[config.mk]
export PLATFORM = sky130hd
export DESIGN_NAME = debug_ctrl_status_breakpoint
export DESIGN_NICKNAME = d
export VERILOG_FILES = /design/src/core/debug_ctrl_pkg.sv /design/src/core/pin_sync.sv /design/src/core/bkpt_compare.sv /design/src/core/debug_ctrl_status_breakpoint.sv
export VERILOG_INCLUDE_DIRS = /design/src /design/src/core
export SDC_FILE = /design/constraint.sdc
export NUM_CORES = 1
export LEC_CHECK = 0
export ABC_AREA = 1
export BUFFER_PORTS_ARGS = -buffer_cell sky130_fd_sc_hd__buf_2
export CAP_MARGIN = 20
export CORE_MARGIN = 10
export CORE_UTILIZATION = 42
export DETAILED_ROUTE_END_ITERATION = 10
export HOLD_SLACK_MARGIN = 0.05
export PLACE_DENSITY = 0.86
export SYNTH_ARGS = -nofsm -noshare
export SYNTH_HDL_FRONTEND = slang
export SYNTH_SLANG_ARGS = --single-unit
[constraint.sdc]
create_clock -name mclk -period 0.9 [get_ports mclk]
set_input_delay 0.045 -clock mclk [delete_from_list [all_inputs] [get_ports mclk]]
set_output_delay 0.045 -clock mclk [all_outputs]
set_load 0.01 [all_outputs]
[src/core/debug_ctrl_regs.svh]
// Constants for the debug status, control and breakpoint block
`ifndef DEBUG_CTRL_REGS_SVH
`define DEBUG_CTRL_REGS_SVH

// ----------------------------------------------------------------
// Status and control byte field positions
// ----------------------------------------------------------------
`define HALT_PERMIT_BIT 7
`define HALT_ACTIVE_BIT 6
`define BKPT_ENABLE_BIT 5
`define FORCE_TAG_BIT 4
`define COMM_CLOCK_BIT 3
`define WAIT_STOP_BIT 2
`define WAIT_STOP_FAIL_BIT 1
`define DATA_VALID_FAIL_BIT 0

// ----------------------------------------------------------------
// Reset values
// ----------------------------------------------------------------
`define STATUS_CONTROL_RESET 8'h00
`define STATUS_CONTROL_HALT_RESET 8'hC8
`define BKPT_ADDR_RESET 16'h0000
`define FORCE_RESET_READ 8'h00

// ----------------------------------------------------------------
// Memory-map location of the force-reset register
// ----------------------------------------------------------------
`define FORCE_RESET_ADDR 16'h1800
`define FORCE_TARGET_RESET_BIT 0

`endif

[src/core/debug_ctrl_pkg.sv]
// Types shared by the debug control block
package debug_ctrl_pkg;

    // Progress of a request to enter debug halt mode
    typedef enum logic [2:0]
    {
        HALT_RUN = 3'h1,
        HALT_REQ = 3'h2,
        HALT_HELD = 3'h4
    } halt_state_type;

endpackage : debug_ctrl_pkg

[src/core/pin_sync.sv]
// Three-stage synchroniser with agreement filter for one input
`timescale 1ns/1ps
module pin_sync
(
    input wire logic mclk,
    input wire logic rst_n,
    input wire logic ce,
    input wire logic async_in,
    output logic sync_out
);
    logic s1_reg;
    logic s2_reg;
    logic s3_reg;
    logic agree;

    // Stage two and three must agree before the output follows
    assign agree = (s2_reg == s3_reg);

    // Capture chain and filtered output
    always_ff @(posedge mclk)
    begin
        if (!rst_n)
        begin
            s1_reg <= 1'b0;
            s2_reg <= 1'b0;
            s3_reg <= 1'b0;
            sync_out <= 1'b0;
        end
        else if (ce)
        begin
            s1_reg <= async_in;
            s2_reg <= s1_reg;
            s3_reg <= s2_reg;
            if (agree)
                sync_out <= s3_reg;
        end
    end
endmodule : pin_sync

[src/core/bkpt_compare.sv]
// Address breakpoint comparator for forced and tagged hits
`timescale 1ns/1ps
module bkpt_compare
(
    input wire logic mclk,
    input wire logic rst_n,
    input wire logic ce,
    input wire logic bkpt_enable,
    input wire logic force_tag_select,
    input wire logic [15:0] match_addr,
    input wire logic [15:0] cpu_addr,
    input wire logic cpu_addr_valid,
    input wire logic cpu_opcode_fetch,
    output logic force_hit,
    output logic tag_hit
);
    logic addr_hit;

    // Match only with the breakpoint enabled
    assign addr_hit = bkpt_enable && cpu_addr_valid && (cpu_addr == match_addr);

    // Registered hit pulses, one cycle after the bus cycle
    always_ff @(posedge mclk)
    begin
        if (!rst_n)
        begin
            force_hit <= 1'b0;
            tag_hit <= 1'b0;
        end
        else if (ce)
        begin
            force_hit <= addr_hit && force_tag_select;
            tag_hit <= addr_hit && !force_tag_select && cpu_opcode_fetch;
        end
    end
endmodule : bkpt_compare

[src/core/debug_ctrl_status_breakpoint.sv]
// Status, control, breakpoint and force-reset registers of the debug controller
`timescale 1ns/1ps
`include "debug_ctrl_regs.svh"

module debug_ctrl_status_breakpoint
(
    input wire logic mclk,
    input wire logic rst_n,
    input wire logic ce,
    input wire logic reset_in_halt,
    input wire logic status_read,
    input wire logic control_write,
    input wire logic [7:0] control_wdata,
    output logic [7:0] status_rdata,
    input wire logic breakpoint_store_cmd,
    input wire logic breakpoint_fetch_cmd,
    input wire logic [15:0] bkpt_wdata,
    output logic [15:0] bkpt_rdata,
    input wire logic halt_cmd,
    input wire logic mem_wr,
    input wire logic mem_rd,
    input wire logic mem_from_debug,
    input wire logic [15:0] mem_addr,
    input wire logic [7:0] mem_wdata,
    output logic [7:0] mem_rdata,
    output logic mem_hit,
    input wire logic mem_fail_wait_stop,
    input wire logic cpu_wait_stop,
    input wire logic cpu_halted,
    input wire logic [15:0] cpu_addr,
    input wire logic cpu_addr_valid,
    input wire logic cpu_opcode_fetch,
    input wire logic cpu_inst_boundary,
    output logic halt_request,
    output logic wake_request,
    output logic opcode_tag,
    output logic comm_clock_select,
    output logic target_reset
);
    // ----------------------------------------------------------------
    // Declarations
    // ----------------------------------------------------------------
    debug_ctrl_pkg::halt_state_type state_reg;
    debug_ctrl_pkg::halt_state_type state_next;
    logic halt_permit_reg;
    logic halt_permit_next;
    logic breakpoint_enable_reg;
    logic force_tag_select_reg;
    logic comm_clock_select_reg;
    logic halt_from_ws_reg;
    logic wait_stop_failure_reg;
    logic force_pending_reg;
    logic halted_q_reg;
    logic [15:0] breakpoint_match_address_reg;
    logic reset_pulse_reg;
    logic wait_stop_sync;
    logic force_hit;
    logic tag_hit;
    logic halt_active;
    logic wait_stop_status;
    logic data_valid_failure;
    logic halt_leave;
    logic permit_writable;
    logic force_at_boundary;
    logic halt_wanted;
    logic force_reg_sel;
    logic force_reset_write;
    logic [7:0] status_byte;

    // ----------------------------------------------------------------
    // Helpers
    // ----------------------------------------------------------------

    // Address decode of the force-reset register, used on reads and writes
    function automatic logic is_force_reset(input logic [15:0] addr);
        is_force_reset = (addr == `FORCE_RESET_ADDR);
    endfunction : is_force_reset

    // ----------------------------------------------------------------
    // Input conditioning
    // ----------------------------------------------------------------

    // Wait/stop comes from the low-power domain whose clock may stop
    pin_sync u_ws_sync
    (
        .mclk(mclk),
        .rst_n(rst_n),
        .ce(ce),
        .async_in(cpu_wait_stop),
        .sync_out(wait_stop_sync)
    );

    // Breakpoint comparison on the CPU address bus
    bkpt_compare u_bkpt
    (
        .mclk(mclk),
        .rst_n(rst_n),
        .ce(ce),
        .bkpt_enable(breakpoint_enable_reg),
        .force_tag_select(force_tag_select_reg),
        .match_addr(breakpoint_match_address_reg),
        .cpu_addr(cpu_addr),
        .cpu_addr_valid(cpu_addr_valid),
        .cpu_opcode_fetch(cpu_opcode_fetch),
        .force_hit(force_hit),
        .tag_hit(tag_hit)
    );

    // ----------------------------------------------------------------
    // Status decode
    // ----------------------------------------------------------------

    // Halt active follows the CPU's own halted state
    assign halt_active = cpu_halted;
    assign halt_leave = halted_q_reg && !cpu_halted;
    // Wait/stop, or halt entered from wait/stop
    assign wait_stop_status = wait_stop_sync || halt_from_ws_reg;
    // No slow memory in this part
    assign data_valid_failure = 1'b0;
    assign permit_writable = !cpu_halted;
    assign force_at_boundary = force_pending_reg && cpu_inst_boundary;
    // Any halt source is honoured only with permission
    assign halt_wanted = halt_permit_reg && (halt_cmd || force_at_boundary);

    // Assembled status and control byte
    assign status_byte = {halt_permit_reg, halt_active, breakpoint_enable_reg,
        force_tag_select_reg, comm_clock_select_reg, wait_stop_status,
        wait_stop_failure_reg, data_valid_failure};

    // Out of reset, halt permit only ever sets through a write, and not while halted
    assign halt_permit_next = halt_permit_reg
        || (control_write && permit_writable && control_wdata[`HALT_PERMIT_BIT]);

    // ----------------------------------------------------------------
    // Force-reset register decode
    // ----------------------------------------------------------------
    assign force_reg_sel = is_force_reset(mem_addr);
    // Only serial debug writes count; user writes fall away
    assign force_reset_write = mem_wr && mem_from_debug && force_reg_sel
        && mem_wdata[`FORCE_TARGET_RESET_BIT];
    assign mem_hit = (mem_wr || mem_rd) && force_reg_sel;

    // ----------------------------------------------------------------
    // Halt request state machine
    // ----------------------------------------------------------------
    always_comb
    begin
        state_next = state_reg;
        case (state_reg)
            debug_ctrl_pkg::HALT_RUN:
            begin
                if (cpu_halted)
                    state_next = debug_ctrl_pkg::HALT_HELD;
                else if (halt_wanted)
                    state_next = debug_ctrl_pkg::HALT_REQ;
            end
            debug_ctrl_pkg::HALT_REQ:
            begin
                if (cpu_halted)
                    state_next = debug_ctrl_pkg::HALT_HELD;
            end
            debug_ctrl_pkg::HALT_HELD:
            begin
                if (!cpu_halted)
                    state_next = debug_ctrl_pkg::HALT_RUN;
            end
            default:
                state_next = debug_ctrl_pkg::HALT_RUN;
        endcase
    end

    // Request held until the CPU reports halted; wake wait/stop as well
    assign halt_request = (state_reg == debug_ctrl_pkg::HALT_REQ);
    assign wake_request = halt_request && wait_stop_sync;
    // Tag only reaches the CPU when halting is permitted
    assign opcode_tag = tag_hit && halt_permit_reg;
    assign comm_clock_select = comm_clock_select_reg;
    assign target_reset = reset_pulse_reg;

    // ----------------------------------------------------------------
    // State and halt permit
    // ----------------------------------------------------------------
    always_ff @(posedge mclk)
    begin
        if (!rst_n)
        begin
            state_reg <= debug_ctrl_pkg::HALT_RUN;
            halted_q_reg <= 1'b0;
        end
        else if (ce)
        begin
            state_reg <= state_next;
            halted_q_reg <= cpu_halted;
        end
    end

    // Permit, clock select: reset value depends on reset into halt
    always_ff @(posedge mclk)
    begin
        if (!rst_n)
        begin
            halt_permit_reg <= reset_in_halt;
            comm_clock_select_reg <= reset_in_halt;
        end
        else if (ce)
        begin
            halt_permit_reg <= halt_permit_next;
            if (control_write)
                comm_clock_select_reg <= control_wdata[`COMM_CLOCK_BIT];
        end
    end

    // ----------------------------------------------------------------
    // Breakpoint control bits and address
    // ----------------------------------------------------------------

    // Control write touches only writable bits; status bits are derived
    always_ff @(posedge mclk)
    begin
        if (!rst_n)
        begin
            breakpoint_enable_reg <= 1'b0;
            force_tag_select_reg <= 1'b0;
        end
        else if (ce && control_write)
        begin
            breakpoint_enable_reg <= control_wdata[`BKPT_ENABLE_BIT];
            force_tag_select_reg <= control_wdata[`FORCE_TAG_BIT];
        end
    end

    // Address register reached only by the dedicated debug command
    always_ff @(posedge mclk)
    begin
        if (!rst_n)
            breakpoint_match_address_reg <= `BKPT_ADDR_RESET;
        else if (ce && breakpoint_store_cmd)
            breakpoint_match_address_reg <= bkpt_wdata;
    end

    // Forced hit waits for the next instruction boundary
    always_ff @(posedge mclk)
    begin
        if (!rst_n)
            force_pending_reg <= 1'b0;
        else if (ce)
        begin
            if (force_hit)
                force_pending_reg <= 1'b1;
            else if (cpu_inst_boundary || !breakpoint_enable_reg)
                force_pending_reg <= 1'b0;
        end
    end

    // ----------------------------------------------------------------
    // Sticky status flags
    // ----------------------------------------------------------------

    // Halt entered out of wait/stop is remembered until the program resumes
    always_ff @(posedge mclk)
    begin
        if (!rst_n)
            halt_from_ws_reg <= 1'b0;
        else if (ce)
        begin
            if (halt_request && wait_stop_sync)
                halt_from_ws_reg <= 1'b1;
            else if (halt_leave)
                halt_from_ws_reg <= 1'b0;
        end
    end

    // Failure set by the memory path; cleared on resume, set wins
    always_ff @(posedge mclk)
    begin
        if (!rst_n)
            wait_stop_failure_reg <= 1'b0;
        else if (ce)
        begin
            if (mem_fail_wait_stop)
                wait_stop_failure_reg <= 1'b1;
            else if (halt_leave)
                wait_stop_failure_reg <= 1'b0;
        end
    end

    // ----------------------------------------------------------------
    // Read data and reset pulse
    // ----------------------------------------------------------------
    always_ff @(posedge mclk)
    begin
        if (!rst_n)
        begin
            status_rdata <= `STATUS_CONTROL_RESET;
            bkpt_rdata <= `BKPT_ADDR_RESET;
            mem_rdata <= `FORCE_RESET_READ;
            reset_pulse_reg <= 1'b0;
        end
        else if (ce)
        begin
            if (status_read)
                status_rdata <= status_byte;
            if (breakpoint_fetch_cmd)
                bkpt_rdata <= breakpoint_match_address_reg;
            mem_rdata <= `FORCE_RESET_READ;
            reset_pulse_reg <= force_reset_write;
        end
    end

    // ----------------------------------------------------------------
    // Checks
    // ----------------------------------------------------------------
    a_permit_gates_halt:
    assert property (@(posedge mclk) disable iff (!rst_n)
        ce && !halt_permit_reg && state_reg == debug_ctrl_pkg::HALT_RUN
        |=> state_reg != debug_ctrl_pkg::HALT_REQ)
    else $error("halt requested without permit");

    a_permit_sticky:
    assert property (@(posedge mclk) disable iff (!rst_n)
        halt_permit_reg |=> halt_permit_reg)
    else $error("halt permit cleared without reset");

    a_permit_locked_halted:
    assert property (@(posedge mclk) disable iff (!rst_n)
        ce && cpu_halted && !halt_permit_reg |=> !halt_permit_reg)
    else $error("halt permit written while halted");

    a_status_fields_live:
    assert property (@(posedge mclk) disable iff (!rst_n)
        ce && status_read |=> status_rdata[`HALT_ACTIVE_BIT] == $past(cpu_halted)
        && status_rdata[`DATA_VALID_FAIL_BIT] == 1'b0)
    else $error("status byte wrong");

    a_bkpt_disabled_quiet:
    assert property (@(posedge mclk) disable iff (!rst_n)
        ce && !breakpoint_enable_reg |=> !force_hit && !tag_hit)
    else $error("breakpoint hit while disabled");

    a_force_to_halt:
    assert property (@(posedge mclk) disable iff (!rst_n)
        ce && force_pending_reg && cpu_inst_boundary && halt_permit_reg
        && state_reg == debug_ctrl_pkg::HALT_RUN && !cpu_halted
        |=> halt_request)
    else $error("forced breakpoint did not request halt");

    a_failure_flag_set:
    assert property (@(posedge mclk) disable iff (!rst_n)
        ce && mem_fail_wait_stop |=> status_byte[`WAIT_STOP_FAIL_BIT])
    else $error("wait/stop failure not flagged");

    a_reset_debug_only:
    assert property (@(posedge mclk) disable iff (!rst_n)
        ce && mem_wr && !mem_from_debug |=> !target_reset)
    else $error("user write forced a reset");

    a_reset_pulse_once:
    assert property (@(posedge mclk) disable iff (!rst_n)
        ce && force_reset_write |=> target_reset ##1 (!target_reset || $past(force_reset_write)))
    else $error("target reset pulse wrong");

    a_force_reg_zero:
    assert property (@(posedge mclk) disable iff (!rst_n)
        mem_rdata == `FORCE_RESET_READ)
    else $error("force reset register read nonzero");

endmodule : debug_ctrl_status_breakpoint

### After elaboration in Yosys (flattened, before gate mapping)

Index checks and enable logic that the tools add are counted.

* register bits: 57
* bits in latches: 0
* bits in writable memories: 0
* memory bits (read-only): 0
* input port bits: 82
* memories kept: 0

* add/sub/neg operators: 0
* multiply operators: 0
* div/mod/pow operators: 0
* magnitude comparators: 0
* eq/ne operators: 11
* shifts and indexed selects: 0
* mux-type cells: 15
* bitwise gates (word level): 0
* reductions and logical operators: 37

Operators with widths (number)
* 1-bit logical AND: 18
* 16-bit by 13-bit equality test with 1-bit output, second input constant: 1
* 16-bit equality test: 1
* 2-bit AND reduction: 7
* 3-bit 2-to-1 mux: 4
* 1-bit 2-to-1 mux: 10
* 3-bit one-hot mux with 3 select lines: 1
* 2-bit nonzero test: 3
* 1-bit logical OR: 5
* 2-bit by 1-bit != test with 1-bit output, second input constant: 2
* 2-bit != test, second input constant: 2
* 4-bit AND reduction: 1
* 3-bit by 1-bit equality test with 1-bit output, second input constant: 1
* 3-bit by 2-bit equality test with 1-bit output, second input constant: 1
* 3-bit equality test, second input constant: 1
* 1-bit logical NOT: 3
* 3-bit != test, second input constant: 1
* 1-bit equality test: 1

### Depth between registers and ports, before layout

Gate-level depths: netlist of the first run.

* depth after elaboration: 6
* gate-level depth with buffers: 9
* depth with buffers taken out: 9

### Modules after synthesis

From an unflattened synthesis of the first run, not the netlist that was laid out.

* cells, all modules: 399
* area total of the unflattened synthesis: 2718.9 um^2

By module, submodules not included
* debug_ctrl_status_breakpoint: times used 1, cells each 288, area each 2154.6 um^2, sequential area each 1041.0 um^2
* bkpt_compare: times used 1, cells each 92, area each 420.4 um^2, sequential area each 40.0 um^2
* pin_sync: times used 1, cells each 19, area each 143.9 um^2, sequential area each 80.1 um^2

### Worst setup path after synthesis of the first run

OpenSTA, ideal clock, no wires.

* path type: register to register
* start point: register state_reg[0]
* end point: register state_reg[2]
* setup time: 113 ps
* arrival: 907 ps
* slack: -119 ps
* cell stages (with the launch flop): 10
* buffers on the path: 0
* path through: dfxtp_1 inv_1 nor2_1 nand2_1 nor2_2 nand2_2 nand2_4 nand2_1 nand2_1 nor2_1

* word-level cells in the longest chain between the ends: 3
* elaborated cells between the ends (all ways): 8
* classes of those cells: 6 x eq/ne; 1 x mux; 1 x reduce/logical

Ends and longest elaborated chain
* from (decl): RTL line debug_ctrl_status_breakpoint.sv:43 `debug_ctrl_pkg::halt_state_type state_reg;`
* from (signal assigned): RTL line debug_ctrl_status_breakpoint.sv:187 `state_reg <= debug_ctrl_pkg::HALT_RUN;`
* from (signal assigned): RTL line debug_ctrl_status_breakpoint.sv:192 `state_reg <= state_next;`
* 3-bit by 1-bit equality test with 1-bit output (tied with other cells): RTL line debug_ctrl_status_breakpoint.sv:149 `case (state_reg)`
* 3-bit != test (no line) / 2-bit != test (equally long branches)
* 4-bit AND reduction (no line)

Several ways; a longest one is shown, not always the timed one.
A chain may end at the register's enable or synchronous reset.

### Worst setup path after layout of the first run

* start point: register state_reg[0]
* end point: register state_reg[1]

The elaborated chain is that of the path after synthesis.

==> flow_metrics.tcl, run 1 <==
set metrics [dict create \
    multi_input_area_um2 1270 \
    crit_end "state_reg[1]" \
    reg2reg_slack_ns -0.29 \
    cts-buffers-inserted 9 \
    routabilityCongestion 0.791 \
    pre_cts_slack_ns -0.220 \
    path_clk_slew_ns 0.07 \
    p_leak_nw 1.95 \
    hold_class "primary input to flop" \
    via_per_inst 4.84 \
    clk_path_buf_depth 2 \
    grt_max_degree 33 \
    io_pins 120 \
    synth_compound_area_frac 0.175 \
    synthDistinctLibCells 33 \
    layout.nets 601 \
    critPathArrivalTime_ns 1.45 \
    layout_worst_path_cycle_share 1.33 \
    netlist_top_cells_area "dfxtp_1 (43%), nand2_1 (9.6%), nor2_1 (8.3%)" \
    synthCells 353 \
    netlist_area_um2 2530 \
    synth_most_common_cell "nand2_1" \
    synth.ff_latch_count 57 \
    rsz0062_at_grt "true" \
    synth_edf_count 2 \
    vias 2892 \
    first_global_vias 3052 \
    antenna_found_initial 1 \
    die_h_um 97.7 \
    core_region_area_um2 5890 \
    seq_area_frac_synth 0.458 \
    avgRoutedWirePerCell_um 14.8 \
    violations "negative setup slack" \
    cts_tree "built" \
    routed_wl_mm 8.83 \
    worstPathRequired_ns 1.15 \
    maxCapViolations 0 \
    fin_ws_ns -0.294 \
    setup_viol_count_final 12 \
    status "finished, violations left" \
    regArea_um2 1180 \
    fin_crit_ns 1.19 \
    p_per_area_nw_per_um2 1560 \
    synthSimpleGateAreaFrac 0.249 \
    hpwl_mm 5.93 \
    hold_viol 0 \
    first_iter_violations 132 \
    ys.flop_type "dfxtp_1" \
    yosys.area.top_type_share 0.435 \
    critPathMaxFanout 4 \
    max_freq_ghz 0.837 \
    synth_top_family_by_area "simple AND/OR/NAND/NOR gates" \
    avgSynthCellArea_um2 7.17 \
    setup.worst_path.start_class "flop" \
    grt_overflow 0 \
    regToRegStartpoint "state_reg[0]" \
    htreeDepth 3 \
    syn_to_final_growth_pct 57.8 \
    ff2ff_path_depth 8 \
    yosysTopAreaCell "dfxtp_1" \
    fillers 473 \
    synth_xor_area_frac 0.00692 \
    end_kind "flop" \
    cts.sinks 57 \
    insertion_delay_ns 0.33 \
    hold_buffers 27 \
    async_flop_share 0 \
    die_x_um 97.7 \
    detail-route-antenna-nets 0 \
    synthMuxAreaShare 0 \
    drive_gt1_frac 0.421 \
    synthAdderAreaFrac 0 \
    fin_total_pwr_mw 6.24 \
    skew_ns 0.00896 \
    start_util 0.430 \
    yosysWarnings 0 \
    io_buffers 99 \
    clock-root-buffer "clkbuf_8" \
    num_rows 28 \
    grt_use_total 0.171 \
    place_inst 544 \
    dr.pass1.iters 4 \
    crit_type "flop to flop" \
    grt_pass1_wl_mm 13.7 \
    final_core_util 0.679 \
    setup_tns_ns -2.31 \
    dieArea_um2 9540 \
    final_max_slew_viol_count 0 \
    r2r_end "state_reg[1]" \
    drc_errors 0 \
    synthTopCellsByCount "nand2_1 (65), nor2_1 (56), dfxtp_1 (55), o21ai_1 (32), a21oi_1 (28)" \
    stdcell_count 598 \
    ir_drop_mv 1.11 \
    crit_start "state_reg[0]" \
]
==> final cells by class <==
type | count | share of cell area
Multi-Input combinational cell | 246 | 0.319
Sequential cell | 57 | 0.296
Timing Repair Buffer | 167 | 0.281
Clock buffer | 14 | 0.0432
Inverter | 38 | 0.0376
Tap cell | 75 | 0.0235
Antenna cell | 1 | 0.000626
==> timing repair <==
item	CTS	global route
setup endpoints to repair	10	14
buffers inserted	9	3
resized for setup	38	22
endpoints found under the hold margin	24	1
pin swaps	11	21
==> per-stage QoR <==
step	area [µm²]	hold slack, ns
floorplan	2580	0.164
global placement	3270	0.258
detailed placement	3270	0.263
CTS	3890	-0.00313
global route	4000	0.0474
finish	4000	0.00751
==> where the power goes <==
| group | internal [mW] | switching [mW] |
|---|---|---|
| clock | 1.20 | 0.940 |
| combinational | 0.631 | 0.668 |
| sequential | 2.71 | 0.0994 |
==> layout by cell type (no fill, tap or decap), drive strengths merged <==
master	synthesis	final
clkinv	1	1
inv	37	37
a31o	1	1
conb	1	9
dfxtp	55	55
buf	18	140
nand2	69	69
nor2	60	60
nor4	2	2
or2	3	3
o22ai	1	1
nand3	7	7
xor2	1	1
edfxtp	2	2
nand4	4	4
nand3b	2	2
diode	0	1
a21oi	29	29
xnor2	1	1
dlygate4sd3	0	27
o21ai	55	55
nor3	2	2
clkbuf	2	14
==> worst min path at each step <==
stage                        startpoint                to  cells past startpoint  slack, ns
after CTS                   mem_addr[6]      target_reset                      4     -0.003
after global placement    cpu_wait_stop  u_ws_sync.s1_reg                      3       0.26
final                            mem_wr      target_reset                      3      0.008
after floorplan           cpu_wait_stop  u_ws_sync.s1_reg                      2       0.16
after global routing        mem_addr[6]      target_reset                      4       0.05
after detailed placement  cpu_wait_stop  u_ws_sync.s1_reg                      3       0.26
==> metal layers <==
metal	vias to the layer above	wire length [µm]	GRT usage
met2	121	4440	0.296
met5	-	0	0
met3	30	713	0.0626
met1	1294	3370	0.171
met4	0	309	0.101
li1	1447	-	-
==> cells by family after synthesis <==
group | count (synthesis)
buffers and inverters | 58
xor gates and xnor gates | 2
other | 1
and+or+nand+nor | 149
AOI/OAI and AO/OA | 86
DFF | 57
==> worst max-delay path, cell delays in order (launching register included) <==
cell     delay [ns]
dfxtp_4        0.36
inv_6          0.07
buf_6          0.10
nand3_4        0.06
o21ai_4        0.15
nor2_4         0.08
nand2_4        0.07
nand2_2        0.07
a21oi_2        0.13
No activity file was read; power rests on OpenSTA's default activity.
==> inputs of run 2 (changes only) <==
--- a/config.mk
+++ b/config.mk
@@ -10,10 +10,11 @@
 export BUFFER_PORTS_ARGS = -buffer_cell sky130_fd_sc_hd__buf_2
 export CAP_MARGIN = 20
 export CORE_MARGIN = 10
-export CORE_UTILIZATION = 42
+export CORE_UTILIZATION = 43
 export DETAILED_ROUTE_END_ITERATION = 10
 export HOLD_SLACK_MARGIN = 0.05
-export PLACE_DENSITY = 0.86
+export PLACE_DENSITY = 0.87
 export SYNTH_ARGS = -nofsm -noshare
 export SYNTH_HDL_FRONTEND = slang
+export SYNTH_HIERARCHICAL = 1
 export SYNTH_SLANG_ARGS = --single-unit
==> run 2 against run 1 <==
Effect of this change:
- the flow still finishes with violations (negative setup slack)
- routed wire length is 8.0% higher
- setup slack better by 0.0052 ns
- final area is 0.47% lower
- critical path type is now flop to output port
- critical endpoint is now wake_request
==> flow_metrics.tcl, run 2 <==
set metrics [dict create \
    yosysTopAreaCell "dfxtp_1" \
    wl_met1_mm 3.40 \
    violations "negative setup slack" \
    final_max_slew_viol_count 0 \
    min_path_cells 6 \
    dr.pass1.iters 5 \
    path_clk_slew_ns 0.07 \
    place_inst 582 \
    drive_gt1_frac 0.366 \
    critPathArrivalTime_ns 1.14 \
    rsz0062_at_grt "true" \
    clk_path_buf_depth 2 \
    ff2ff_path_depth 6 \
    stdcell_count 632 \
    topRoutingLayerUsed "met4" \
    critPathSlowestCell "dfxtp_2" \
    critPathMaxFanout 4 \
    fin_crit_ns 1.19 \
    wl_met3_um 895 \
    htreeDepth 3 \
    die_h_um 99.5 \
    grt_use_total 0.175 \
    antenna_found_initial 0 \
    vias 3159 \
    path_buf_inv 3 \
    cts-buffers-inserted 9 \
    grt_pass1_wl_mm 14.1 \
    routed_wl_mm 9.54 \
    combPwrFrac 0.205 \
    grt_overflow 0 \
    skew_ns 0.00840 \
    avgSynthCellArea_um2 6.81 \
    io_pins 120 \
    die_x_um 99.5 \
    mostFrequentLayoutCell "nor2_1" \
    regArea_um2 1180 \
    max_freq_ghz 0.841 \
    setup_tns_ns -2.38 \
    layout.nets 634 \
    multi_input_area_um2 1310 \
    routabilityCongestion 0.828 \
    layout_worst_path_cycle_share 1.32 \
    synth_most_common_cell "nor2_1" \
    netlist_area_um2 2720 \
    synth_edf_count 2 \
    first_iter_violations 319 \
    insertion_delay_ns 0.34 \
    fin_total_pwr_mw 6.23 \
    detail-route-antenna-nets 0 \
    seqPwrFrac 0.454 \
    cts.sinks 57 \
    setup.worst_path.start_class "flop" \
    cts_tree "built" \
    io_buffers 99 \
    reg2reg_slack_ns -0.26 \
    worstPathRequired_ns 0.85 \
    synth.ff_latch_count 57 \
    netSwitchingPower_mw 1.88 \
    clockPowerShare 0.341 \
    end_kind "output port" \
    sw_frac_of_total 0.301 \
    cp.depth 5 \
    via_per_inst 5.00 \
    yosysWarnings 6 \
    first_global_vias 3106 \
    synthDistinctLibCells 30 \
    hpwl_mm 6.16 \
    p_int_mw 4.36 \
    ys.flop_type "dfxtp_1" \
    fin_ws_ns -0.289 \
    critical-path-top-delay-family "flip-flops" \
    seq_area_frac_synth 0.427 \
    syn_to_final_growth_pct 46.3 \
    async_flop_share 0 \
    num_rows 28 \
    met2_length_mm 4.85 \
    dieArea_um2 9900 \
    fillers 489 \
    synthTopCellsByCount "nor2_1 (107), nand2_1 (71), dfxtp_1 (55), inv_1 (42), o21ai_0 (39)" \
    core_region_area_um2 6030 \
    diodes 0 \
    status "finished, violations left" \
    hold_class "primary input to flop" \
    grt_max_degree 39 \
    setup_viol_count_final 10 \
    p_leak_nw 2.04 \
    worst_hold_slack_ns 0.0890 \
    maxCapViolations 0 \
    hold_viol 0 \
    p_per_area_nw_per_um2 1570 \
    ir_drop_mv 0.930 \
    crit_chain "nand3_4, inv_4, nand2_4, inv_2, buf_6" \
    start_util 0.451 \
    crit_type "flop to output port" \
    synthCells 399 \
    yosys.area.top_type_share 0.405 \
    drc_errors 0 \
    mostFrequentLayoutCells "nor2_1 (105), buf_2 (94), nand2_1 (65), dfxtp_1 (39)" \
    crit_path_max_incr_delay_ns 0.41 \
    clock-root-buffer "clkbuf_8" \
    avgRoutedWirePerCell_um 15.1 \
    netlist_top_cells_area "dfxtp_1 (40%), nor2_1 (15%), nand2_1 (9.8%)" \
]
run 2: cell types whose count changed after synthesis, moves of 3 or more:
cell and delta:
a21oi_1 -20, o21ai_0 +17, o21ai_1 -21, inv_1 +17, inv_2 -7, nand2_1 +6, nor2_1 +51, nor2_2 +3
run 2: power groups by stage:
stage / Sequential, mW / Clock, mW / Combinational [mW]
finish: 2.83 / 2.12 / 1.28
global placement: 2.85 / 0 / 0.987
floorplan: 2.89 / 0 / 0.582
detailed placement: 2.87 / 0 / 1.02
CTS: 2.81 / 2.12 / 1.17
global route: 2.84 / 2.26 / 1.41
run 2: worst paths after layout:
path,from,end
max reg2reg,state_reg[1],state_reg[0]
max,state_reg[1],wake_request
min,mem_addr[0],target_reset
min reg2reg,u_ws_sync/s3_reg,u_ws_sync/sync_out
run 2: area by class of cell:
type / instances / area share
clock buffer: 10 / 0.0346
timing repair buffer: 154 / 0.257
clock inverter: 6 / 0.00849
inverter: 49 / 0.0488
multi-input combinational: 281 / 0.330
sequential: 57 / 0.298
tap: 75 / 0.0236
run 2: cells by family (layout without fill, tap and decap cells):
group | Yosys count | after routing | share of synthesized area
xor+xnor | 2 | 2 | 0.00644
other cells | 1 | 9 | 0.00138
simple gates | 209 | 209 | 0.324
compound gates | 61 | 61 | 0.116
flops | 57 | 57 | 0.427
buf+inv | 69 | 219 | 0.125
run 2: worst reg2reg max path, cell delays in order (launching register included):
cell      delay (ns)
dfxtp_2         0.41
nand3_4         0.11
buf_4           0.17
nor2_4          0.12
nor2_4          0.06
nand3b_1        0.11
nand3_2         0.08
run 2: per-stage QoR:
stage | area, µm² | util | setup slack (ns)
after detailed placement | 3370 | 0.559 | -0.186
final | 3980 | 0.660 | -0.289
after CTS | 3870 | 0.642 | -0.269
after floorplan | 2760 | - | -0.0436
after global routing | 3980 | 0.660 | -0.359
after global placement | 3370 | 0.559 | -0.0989
run 2: per-layer routing:
layer  vias to the layer above  global-route usage
met2                       175               0.300
met4                         0               0.118
li1                       1522                   -
met1                      1421               0.170
met3                        41              0.0720
met5                         -                   0
run 2: repair_timing:
action,CTS,global route
pin swaps,3,18
cloned,0,0
hold buffers,25,1
endpoints found under the hold margin,24,1
setup endpoints to repair,13,17
gates resized for setup,20,27
buffers inserted,5,3
==> inputs of run 3 (changes only) <==
--- a/config.mk
+++ b/config.mk
@@ -9,6 +9,7 @@
 export ABC_AREA = 1
 export BUFFER_PORTS_ARGS = -buffer_cell sky130_fd_sc_hd__buf_2
 export CAP_MARGIN = 20
+export CORE_ASPECT_RATIO = 0.6
 export CORE_MARGIN = 10
 export CORE_UTILIZATION = 43
 export DETAILED_ROUTE_END_ITERATION = 10
==> run 3 against run 2 <==
Effect of this change:
- fmax decreased by 1.3%
- critical endpoint unchanged
- first-iteration DRC count decreased by 41%
- highest routed layer is now met5
- combinational power about the same
- register-to-register slack about the same
- sequential power about the same
- clock power decreased by 5%
- power decreased by 1.5%
- hold slack got worse by 0.015 ns
- the run still ends with negative setup slack left
- critical path depth increased by 1
==> flow_metrics.tcl, run 3 (synthesis gave the netlist of run 2 again) <==
set metrics [dict create \
    final_max_slew_viol_count 0 \
    detail-route-antenna-nets 0 \
    critPathArrivalTime_ns 1.16 \
    routabilityCongestion 0.825 \
    ir_drop_mv 0.618 \
    die_x_um 123 \
    stdcell_count 639 \
    dpl-instance-area_um2 3360 \
    crit_chain "inv_2, nand3_4, inv_4, nand2_4, inv_2, buf_6" \
    die_h_um 81.6 \
    dr.pass1.iters 5 \
    min_path_cells 6 \
    hold_viol 0 \
    worstPathRequired_ns 0.85 \
    fin_ws_ns -0.305 \
    violations "negative setup slack" \
    fin_crit_ns 1.21 \
    antenna_found_initial 2 \
    rsz0062_at_grt "true" \
    start_util 0.445 \
    cts_tree "built" \
    worst_hold_slack_ns 0.0737 \
    crit_top_cell "inv_2" \
    place_inst 588 \
    status "finished, violations left" \
    p_per_area_nw_per_um2 1540 \
    insertion_delay_ns 0.34 \
    hpwl_mm 6.26 \
    htreeDepth 3 \
    mostFrequentLayoutCell "nor2_1" \
    cts-buffers-inserted 9 \
    grtUsageMet1 0.196 \
    end_kind "output port" \
    dieArea_um2 10000 \
    path_buf_inv 4 \
    fin_total_pwr_mw 6.14 \
    critPathSlowestCell "dfxtp_4" \
    crit_start "state_reg[0]" \
    first_global_vias 3054 \
    layout_worst_path_cycle_share 1.34 \
    grt_pass1_wl_mm 14.1 \
    drive_gt1_frac 0.366 \
    vias 3096 \
    ff2ff_path_depth 8 \
    routed_wl_mm 9.28 \
    first_iter_violations 188 \
    crit_type "flop to output port" \
    mostFrequentLayoutCells "nor2_1 (105), buf_2 (94), nand2_1 (64), dfxtp_1 (37), o21ai_0 (36)" \
    hold_class "primary input to flop" \
    fin_area_um2 4000 \
    cts.sinks 57 \
    clock-root-buffer "clkbuf_8" \
    setup_viol_count_final 11 \
    grt_use_total 0.176 \
    via_per_inst 4.85 \
    layout.nets 632 \
    regToRegStartpoint "state_reg[0]" \
    grt_overflow 0 \
    drc_errors 0 \
    io_pins 120 \
    avgRoutedWirePerCell_um 14.5 \
    hp-start "mem_addr[0]" \
    setup.worst_path.start_class "flop" \
    crit_path_max_incr_delay_ns 0.35 \
    critical-path-top-delay-family "flip-flops" \
    clk_path_buf_depth 2 \
    path_clk_slew_ns 0.06 \
    max_freq_ghz 0.830 \
    core_region_area_um2 6110 \
    grt_max_degree 41 \
    grt_util_met2 0.296 \
    io_buffers 99 \
    syn_to_final_growth_pct 47.2 \
    cp.depth 6 \
    critPathMaxFanout 2 \
    grt.met3_usage 0.0692 \
    num_rows 22 \
    top_usage_layer "met2" \
    skew_ns 0.00405 \
    p_leak_nw 2.04 \
    maxCapViolations 0 \
]
run 3: where the power goes:
| group | switching, mW | leakage, nW | internal (mW) | total [mW] |
|---|---|---|---|---|
| Combinational | 0.683 | 1.47 | 0.613 | 1.30 |
| Clock | 0.978 | 0.0887 | 1.04 | 2.02 |
| Sequential | 0.118 | 0.479 | 2.71 | 2.83 |
| Total | 1.78 | 2.04 | 4.36 | 6.14 |
run 3: path summary, 6_finish.rpt:
kind	to	slack, ns
max reg2reg	state_reg[0]	-0.25
min	target_reset	0.07
max	wake_request	-0.31
min reg2reg	u_ws_sync/sync_out	0.47
run 3: final cells by class:
| class | instances | area (µm²) |
|---|---|---|
| diodes | 1 | 2.50 |
| clock buffers | 11 | 141 |
| repair buffers | 152 | 1030 |
| multi-input cells | 281 | 1320 |
| inverters | 49 | 194 |
| flip-flops and latches | 57 | 1190 |
| fillers | 511 | 2110 |
| clock inverters | 4 | 20.0 |
| well taps | 84 | 105 |
run 3: layer usage:
layer	vias to the layer above	routed length [µm]
li1	1524	-
met1	1386	3770
met2	148	4360
met3	36	838
met4	2	298
met5	-	13
run 3: per-stage QoR:
stage                     TNS, ns   util  setup WS (ns)
after floorplan            -0.169      -        -0.0436
after global placement      -2.83  0.549         -0.110
after detailed placement    -3.82  0.549         -0.183
after CTS                   -1.94  0.638         -0.284
after global routing        -2.76  0.655         -0.336
final                       -2.23  0.655         -0.305
run 3: what timing repair did:
action	in CTS	in global routing
gates resized for setup	22	35
endpoints found under the hold margin	23	0
endpoints found under the setup margin	12	19
pin swaps	5	9
hold buffers	25	0
setup buffers	9	2
run 3: worst min-delay path, cell delays in order:
cell and delay (ns):
buf_2 0.07, nor2_1 0.03, nand2_1 0.04, nor2_1 0.04
nand2_1 0.08, o21ai_1 0.06
